$ cat config.mk
export PLATFORM = sky130hd
export DESIGN_NAME = uvpc_ctrl
export DESIGN_NICKNAME = d
export VERILOG_FILES = /design/src/uvpc_pkg.sv /design/src/uvpc_ctrl.sv
export VERILOG_INCLUDE_DIRS = /design/src
export SDC_FILE = /design/constraint.sdc
export NUM_CORES = 1
export LEC_CHECK = 0
export BUFFER_PORTS_ARGS = -buffer_cell sky130_fd_sc_hd__buf_2
export CORE_MARGIN = 2
export CORE_UTILIZATION = 40
export DETAILED_ROUTE_END_ITERATION = 8
export HOLD_SLACK_MARGIN = 0.12
export PLACE_DENSITY = 0.64
export SETUP_SLACK_MARGIN = 0.05
export SYNTH_ARGS = -nofsm -noshare
export SYNTH_HDL_FRONTEND = slang
export SYNTH_SLANG_ARGS = --single-unit
$ cat constraint.sdc
create_clock -name clock -period 2.5 [get_ports clock]
set_clock_uncertainty 0.1 [all_clocks]
set_input_delay 0.125 -clock clock [delete_from_list [all_inputs] [get_ports clock]]
set_output_delay 0.125 -clock clock [all_outputs]
set_load 0.1 [all_outputs]
$ cat src/uvpc_consts.svh
// Timing counts and geometry for the EPROM programmer controller
`ifndef UVPC_CONSTS_SVH
`define UVPC_CONSTS_SVH
`define UVPC_CLK_PERIOD_NS 5
`define UVPC_ADDR_W 15
`define UVPC_DATA_W 8
`define UVPC_PULSE_US 100
`define UVPC_PULSE_CYC ((`UVPC_PULSE_US * 1000) / `UVPC_CLK_PERIOD_NS)
`define UVPC_ACC_NS 250
`define UVPC_ACC_CYC ((`UVPC_ACC_NS + `UVPC_CLK_PERIOD_NS - 1) / `UVPC_CLK_PERIOD_NS)
`define UVPC_OE_NS 50
`define UVPC_OE_CYC ((`UVPC_OE_NS + `UVPC_CLK_PERIOD_NS - 1) / `UVPC_CLK_PERIOD_NS)
`define UVPC_DF_NS 30
`define UVPC_DF_CYC ((`UVPC_DF_NS + `UVPC_CLK_PERIOD_NS - 1) / `UVPC_CLK_PERIOD_NS)
`define UVPC_MAX_PULSES 25
`define UVPC_ERASED_BYTE 8'hFF
`endif

$ cat src/uvpc_pkg.sv
// Types for the EPROM programmer controller
package uvpc_pkg;
    typedef enum logic [2:0] {
        UVPC_READ = 3'h0,
        UVPC_PROGRAM = 3'h1,
        UVPC_IDENT = 3'h2
    } uvpc_op_t;

    typedef struct packed {
        uvpc_op_t op;
        logic [14:0] addr;
        logic [7:0] data;
        logic id_byte;
    } uvpc_req_t;

    typedef struct packed {
        logic [7:0] data;
        logic fail;
        logic parity_ok;
    } uvpc_rsp_t;

    typedef enum logic [2:0] {
        UVPC_IDLE = 3'b000,
        UVPC_SETUP = 3'b001,
        UVPC_PULSE = 3'b011,
        UVPC_FLOAT = 3'b010,
        UVPC_ACCESS = 3'b110,
        UVPC_DONE = 3'b111
    } uvpc_state_t;
endpackage

$ cat src/uvpc_ctrl.sv
// Programmer-side controller driving the EPROM pins: read, program, identify
// What this block does
// - Byte to program is driven on all eight data lines together.
// - Program voltage high, gate high, chip select low pulse programs.
// - 100 us pulses, verify each, repeat until match or pulse limit.
// - Supply raised while programming and kept raised through the final verify.
// - Chip select held high inhibits programming of that device.
// - Verify with gate low, chip select high, program voltage applied.
// - Identifier mode drives the id address line to high voltage.
// - In identifier mode other address lines are held low.
// - Data read with chip select and gate both low; program verify reads with chip select high.
`timescale 1ns/1ps
`include "uvpc_consts.svh"
module uvpc_ctrl
    import uvpc_pkg::*;
(
    input wire logic clock,
    input wire logic sys_rst,
    input wire logic req_valid,
    input wire uvpc_req_t req,
    output logic req_ready,
    output logic rsp_valid,
    output uvpc_rsp_t rsp,
    output logic [14:0] address_lines,
    output logic [7:0] data_lines_out,
    output logic data_lines_oe,
    input wire logic [7:0] data_lines_in,
    output logic chip_select_n,
    output logic output_gate_n,
    output logic prog_voltage_en,
    output logic supply_raise_en,
    output logic id_mode_hv_en
);
    localparam int CNT_W = 16;
    localparam logic [CNT_W-1:0] PULSE_CYC = CNT_W'(`UVPC_PULSE_CYC);
    localparam logic [CNT_W-1:0] ACC_CYC = CNT_W'(`UVPC_ACC_CYC);
    localparam logic [CNT_W-1:0] DF_CYC = CNT_W'(`UVPC_DF_CYC);
    localparam logic [5:0] MAX_PULSES = 6'(`UVPC_MAX_PULSES);

    logic [7:0] din_s1_reg, din_s2_reg;
    uvpc_state_t state_reg, state_next;
    uvpc_req_t cur_reg, cur_next;
    logic [CNT_W-1:0] cnt_reg, cnt_next;
    logic [5:0] pulses_reg, pulses_next;
    logic [14:0] addr_reg, addr_next;
    logic [7:0] dout_reg, dout_next;
    logic doe_reg, doe_next, ce_n_reg, ce_n_next, oe_n_reg, oe_n_next;
    logic vpp_reg, vpp_next, vcc_reg, vcc_next, hv_reg, hv_next;
    logic ready_reg, ready_next, rv_reg, rv_next;
    uvpc_rsp_t rsp_reg, rsp_next;
    logic match;

    // Data pins are asynchronous to this clock
    always_ff @(posedge clock)
    begin
        din_s1_reg <= data_lines_in;
        din_s2_reg <= din_s1_reg;
    end

    // Verify passes only when the read byte equals the requested byte
    assign match = (din_s2_reg == cur_reg.data);

    always_comb
    begin
        state_next = state_reg;
        cur_next = cur_reg;
        cnt_next = cnt_reg;
        pulses_next = pulses_reg;
        addr_next = addr_reg;
        dout_next = dout_reg;
        doe_next = doe_reg;
        ce_n_next = ce_n_reg;
        oe_n_next = oe_n_reg;
        vpp_next = vpp_reg;
        vcc_next = vcc_reg;
        hv_next = hv_reg;
        ready_next = 1'b0;
        rv_next = 1'b0;
        rsp_next = rsp_reg;
        case (state_reg)
            UVPC_IDLE:
            begin
                ready_next = 1'b1;
                if (req_valid && ready_reg)
                begin
                    ready_next = 1'b0;
                    cur_next = req;
                    pulses_next = 6'h00;
                    cnt_next = ACC_CYC;
                    state_next = UVPC_SETUP;
                    if (req.op == UVPC_IDENT)
                    begin
                        addr_next = {14'h0000, req.id_byte};
                        hv_next = 1'b1;
                        ce_n_next = 1'b0;
                    end
                    else
                    begin
                        addr_next = req.addr;
                        ce_n_next = (req.op == UVPC_PROGRAM);
                    end
                    if (req.op == UVPC_PROGRAM)
                    begin
                        vpp_next = 1'b1;
                        vcc_next = 1'b1;
                        oe_n_next = 1'b1;
                    end
                end
            end
            UVPC_SETUP:
            begin
                // Read and ident: chip select low long enough before the gate falls; program: chip select high until the pulse
                cnt_next = cnt_reg - 16'h0001;
                if (cnt_reg == 16'h0000)
                begin
                    if (cur_reg.op == UVPC_PROGRAM)
                    begin
                        dout_next = cur_reg.data;
                        doe_next = 1'b1;
                        ce_n_next = 1'b0;
                        // One less: the pulse also spans the cycle at count zero
                        cnt_next = PULSE_CYC - 16'h0001;
                        pulses_next = pulses_reg + 6'h01;
                        state_next = UVPC_PULSE;
                    end
                    else
                    begin
                        oe_n_next = 1'b0;
                        cnt_next = ACC_CYC;
                        state_next = UVPC_ACCESS;
                    end
                end
            end
            UVPC_PULSE:
            begin
                cnt_next = cnt_reg - 16'h0001;
                if (cnt_reg == 16'h0000)
                begin
                    ce_n_next = 1'b1;
                    doe_next = 1'b0;
                    cnt_next = DF_CYC;
                    state_next = UVPC_FLOAT;
                end
            end
            UVPC_FLOAT:
            begin
                // Release the bus before the device drives it
                cnt_next = cnt_reg - 16'h0001;
                if (cnt_reg == 16'h0000)
                begin
                    oe_n_next = 1'b0;
                    cnt_next = ACC_CYC;
                    state_next = UVPC_ACCESS;
                end
            end
            UVPC_ACCESS:
            begin
                cnt_next = cnt_reg - 16'h0001;
                if (cnt_reg == 16'h0000)
                begin
                    oe_n_next = 1'b1;
                    if (cur_reg.op == UVPC_PROGRAM && !match && pulses_reg < MAX_PULSES)
                    begin
                        cnt_next = DF_CYC + ACC_CYC;
                        state_next = UVPC_SETUP;
                    end
                    else
                    begin
                        ce_n_next = 1'b1;
                        vpp_next = 1'b0;
                        vcc_next = 1'b0;
                        hv_next = 1'b0;
                        rsp_next.data = din_s2_reg;
                        rsp_next.fail = (cur_reg.op == UVPC_PROGRAM) && !match;
                        rsp_next.parity_ok = ^din_s2_reg;
                        rv_next = 1'b1;
                        cnt_next = DF_CYC;
                        state_next = UVPC_DONE;
                    end
                end
            end
            UVPC_DONE:
            begin
                cnt_next = cnt_reg - 16'h0001;
                if (cnt_reg == 16'h0000)
                begin
                    ready_next = 1'b1;
                    state_next = UVPC_IDLE;
                end
            end
            default:
            begin
                state_next = UVPC_IDLE;
            end
        endcase
    end

    always_ff @(posedge clock)
    begin
        if (sys_rst)
        begin
            state_reg <= UVPC_IDLE;
            cur_reg <= '0;
            cnt_reg <= 16'h0000;
            pulses_reg <= 6'h00;
            addr_reg <= 15'h0000;
            dout_reg <= 8'h00;
            doe_reg <= 1'b0;
            ce_n_reg <= 1'b1;
            oe_n_reg <= 1'b1;
            vpp_reg <= 1'b0;
            vcc_reg <= 1'b0;
            hv_reg <= 1'b0;
            ready_reg <= 1'b0;
            rv_reg <= 1'b0;
            rsp_reg <= '0;
        end
        else
        begin
            state_reg <= state_next;
            cur_reg <= cur_next;
            cnt_reg <= cnt_next;
            pulses_reg <= pulses_next;
            addr_reg <= addr_next;
            dout_reg <= dout_next;
            doe_reg <= doe_next;
            ce_n_reg <= ce_n_next;
            oe_n_reg <= oe_n_next;
            vpp_reg <= vpp_next;
            vcc_reg <= vcc_next;
            hv_reg <= hv_next;
            ready_reg <= ready_next;
            rv_reg <= rv_next;
            rsp_reg <= rsp_next;
        end
    end

    assign req_ready = ready_reg;
    assign rsp_valid = rv_reg;
    assign rsp = rsp_reg;
    assign address_lines = addr_reg;
    assign data_lines_out = dout_reg;
    assign data_lines_oe = doe_reg;
    assign chip_select_n = ce_n_reg;
    assign output_gate_n = oe_n_reg;
    assign prog_voltage_en = vpp_reg;
    assign supply_raise_en = vcc_reg;
    assign id_mode_hv_en = hv_reg;

    a_no_contention: assert property (@(posedge clock) disable iff (sys_rst)
        data_lines_oe |-> output_gate_n) else $error("Drive while gate low");
    a_prog_gate_high: assert property (@(posedge clock) disable iff (sys_rst)
        (!chip_select_n && prog_voltage_en) |-> output_gate_n)
        else $error("Program pulse with gate low");
    a_prog_data: assert property (@(posedge clock) disable iff (sys_rst)
        (!chip_select_n && prog_voltage_en) |-> data_lines_oe)
        else $error("Program pulse without data");
    a_verify_cs_high: assert property (@(posedge clock) disable iff (sys_rst)
        (!output_gate_n && prog_voltage_en) |-> chip_select_n)
        else $error("Verify with chip select low");
    a_id_addr_low: assert property (@(posedge clock) disable iff (sys_rst)
        id_mode_hv_en |-> address_lines[14:1] == 14'h0000)
        else $error("Address high in id mode");
    a_pulse_limit: assert property (@(posedge clock) disable iff (sys_rst)
        pulses_reg <= MAX_PULSES) else $error("Too many pulses");
    a_raise_with_vpp: assert property (@(posedge clock) disable iff (sys_rst)
        supply_raise_en == prog_voltage_en) else $error("Supply not raised");
    a_rsp_after_idle: assert property (@(posedge clock) disable iff (sys_rst)
        rsp_valid |-> ##1 (chip_select_n && !prog_voltage_en))
        else $error("Not in standby after answer");
    c_read: cover property (@(posedge clock) rsp_valid && cur_reg.op == UVPC_READ);
    c_prog: cover property (@(posedge clock) rsp_valid && cur_reg.op == UVPC_PROGRAM);
    c_ident: cover property (@(posedge clock) rsp_valid && cur_reg.op == UVPC_IDENT);
    c_repulse: cover property (@(posedge clock) state_reg == UVPC_PULSE && pulses_reg == 6'h02);
endmodule

==> metrics <==
status=finished clean; setup repair after global routing missed its margin=no; Setup Total Neg Slack=0 ns; crit share post-route=0.906; final setup violation count=0; DIE WIDTH=106 µm; crit-path cells=buf_4, nor4_4, buf_6, nor2_1, a311oi_1, dlygate4sd3_1; layout cells sized above 1=0.227; CTS max path bufs=2; # Max-Cap Violations=0; Crit Path Class=flop to flop; WP data required=2.72 ns; Max stage delay cell, worst path=dlygate4sd3_1; relative slew slack=0.573; antenna violation net count after detailed routing=0; vias in the first global route=3,975; slowest stage delay, CP=0.58 ns; leak pwr=2.17 nW; Ant. Diodes=0; DRC Markers=0; number of buffer and inverter stages on the critical path=3; HP Class=input pin to flop; gr ovfl total=0; endpoint class of the critical path=flop; fraction of registers with async set/reset=0; startpoint types=flop; I/O Pins=79; CP max FO=28; final wirelength=11,700 µm; CP Capture Point=address_lines[0]; first-pass GRT wire length=19,000 µm; CTS tree=yes; Max Slew Vio Count=0; H-Tree Depth=3; main flop type after synthesis=dfxtp_1; Post-Syn Instances=499; total number of vias=4,172; Sinks on Clock Net=92; # port buffers=78; Die Y=106 µm; fillers=962; post-synthesis sequential area ratio=0.445; start of the worst register-to-register path=state_reg[2]; Core ar.=10,200 µm²; die area=11,200 µm²; overall power=0.00769 W; largest net degree at the start of global routing=35; number of flip-flops in the largest register=16; WL per Instance=15.3 µm; r2r endpoint=address_lines[0]; Reg2Reg Setup Slack=0.23 ns; worst skew pair latency=0.37 ns; WP data arrival=2.49 ns; crit path from=state_reg[2]; Top delay family on crit path=buffers and inverters; Final nets=665; RD Place Congestion=0.923; Tmin final=2.27 ns; cts bufs inserted=9; final hold viol count=0; syn_area_per_cell=8.29 µm²; Layout area overhead=31.5%; initial antenna violation count=0; Peak VDD IR=914 µV; GRT Overall Usage=0.210; Ys Warns=0; Post-synth EDFFs=0; min-delay src=req_valid; Worst path depth=6; Unique masters post-synth=64; syn nets=540; PwrDens=1410 nW/µm²; row count=37; HPWL Detailed=8110 µm; worst slew pin tran=0.639 ns; drt first pass iters=5; fmax=441 MHz; Via-to-Cell Ratio=5.45; Clk pin slew, worst setup/hold paths=0.10 ns; Synth Register Bits=92; Worst Reg-to-Reg Cells=6; synthesized cell area=4140 µm²; Iter 0 DRT Violations=330; initial core utilization=0.406; clock root buffer=clkbuf_8
## cell type report
cell class                 instances  area [µm²]  share of cell area
clock buffer                      10         138              0.0253
multi-input combinational        366        2120               0.390
tap                              136         170              0.0313
inverter                           9        33.8             0.00621
sequential                        92        1840               0.339
clock inverter                     6         116              0.0214
timing repair buffer             146        1020               0.187
## worst min path at each step
| stage | endpoint | slack [ns] | cells after the start |
|---|---|---|---|
| 5_1_grt | req_ready | 0.22 | 5 |
| 4_1_cts | req_ready | 0.19 | 5 |
| 3_5_place_dp | din_s1_reg[6] | 0.13 | 1 |
| 3_3_place_gp | din_s1_reg[6] | 0.13 | 1 |
| 6_report | req_ready | 0.22 | 5 |
| 2_1_floorplan | din_s1_reg[0] | 0.05 | 0 |
## worst register-to-register path: stages, from the launching register on
cell           delay [ns]
dfxtp_1              0.45
buf_4                0.24
nor4_4               0.28
buf_6                0.27
nor2_1               0.07
a311oi_1             0.22
dlygate4sd3_1        0.58
## through the flow
stage	instances	setup WS [ns]	area (µm²)	hold slack, ns	utilization
5_1_grt	765	0.0778	5440	0.219	0.535
4_1_cts	765	0.148	5440	0.190	0.534
3_5_place_dp	713	0.263	4820	0.129	0.474
2_1_floorplan	499	0.283	4140	0.0527	-
3_3_place_gp	713	0.320	4820	0.127	0.474
6_report	765	0.234	5440	0.223	0.535
## layout by cell type, fill, tap and decap left out, types with 5 or more instances in the layout
master         instances
buf_4                 29
nand3_1               33
buf_2                 78
xnor2_1               12
nand2_1               74
clkbuf_8              10
o21ai_0               29
xor2_1                 9
dlygate4sd3_1         36
inv_1                  8
nor3_1                12
nor4_1                 8
dfxtp_1               90
a21oi_1               67
nor2_1                33
nand2b_1               7
nand4_1                5
## kinds of logic after synthesis
logic type / share of synthesized area
multiplexers: 0.00514
AO/OA/AOI/OAI: 0.214
flip-flops: 0.445
AND/OR/NAND/NOR: 0.238
adder cells (fa/ha/maj): 0.00907
buffers and inverters: 0.0444
XOR/XNOR: 0.0444
## layer usage
| layer | GRT usage | wire [µm] | vias to the layer above |
|---|---|---|---|
| li1 | - | - | 2035 |
| met2 | 0.358 | 5630 | 160 |
| met1 | 0.273 | 5220 | 1963 |
| met4 | 0.0545 | 152 | 0 |
| met5 | 0 | 0 | - |
| met3 | 0.0396 | 700 | 14 |
## where the power goes
part / internal, W / switching, W / total [W]
Combinational: 0.00153 / 0.00276 / 0.00429
Sequential: 0.00178 / 0.000355 / 0.00213
Clock: 0.000702 / 0.000562 / 0.00126
Total: 0.00401 / 0.00368 / 0.00769
## cell usage after synthesis, types with 4 or more instances
cell type | n | share of area
xnor2_1 | 12 | 0.025
nor4_1 | 8 | 0.012
nand4_1 | 5 | 0.0076
buf_4 | 4 | 0.0073
nand2_1 | 74 | 0.067
nand3_1 | 33 | 0.040
clkbuf_1 | 21 | 0.019
nand2b_1 | 7 | 0.011
or4_1 | 4 | 0.0073
buf_2 | 6 | 0.0073
o21ai_0 | 29 | 0.035
o31ai_1 | 4 | 0.0073
xor2_1 | 9 | 0.019
inv_1 | 8 | 0.0073
nor3_1 | 12 | 0.015
dfxtp_1 | 92 | 0.44
a21oi_1 | 67 | 0.081
nor2_1 | 33 | 0.030
nor4_2 | 4 | 0.012
## repair_timing
| item | in CTS | in global routing |
|---|---|---|
| hold buffers | 36 | 0 |
| setup endpoints to repair | 0 | 2 |
| resized for setup | 0 | 3 |
| setup buffers | 0 | 0 |
| hold endpoints to repair | 40 | 0 |
No activity file was read; power rests on OpenSTA's default activity.
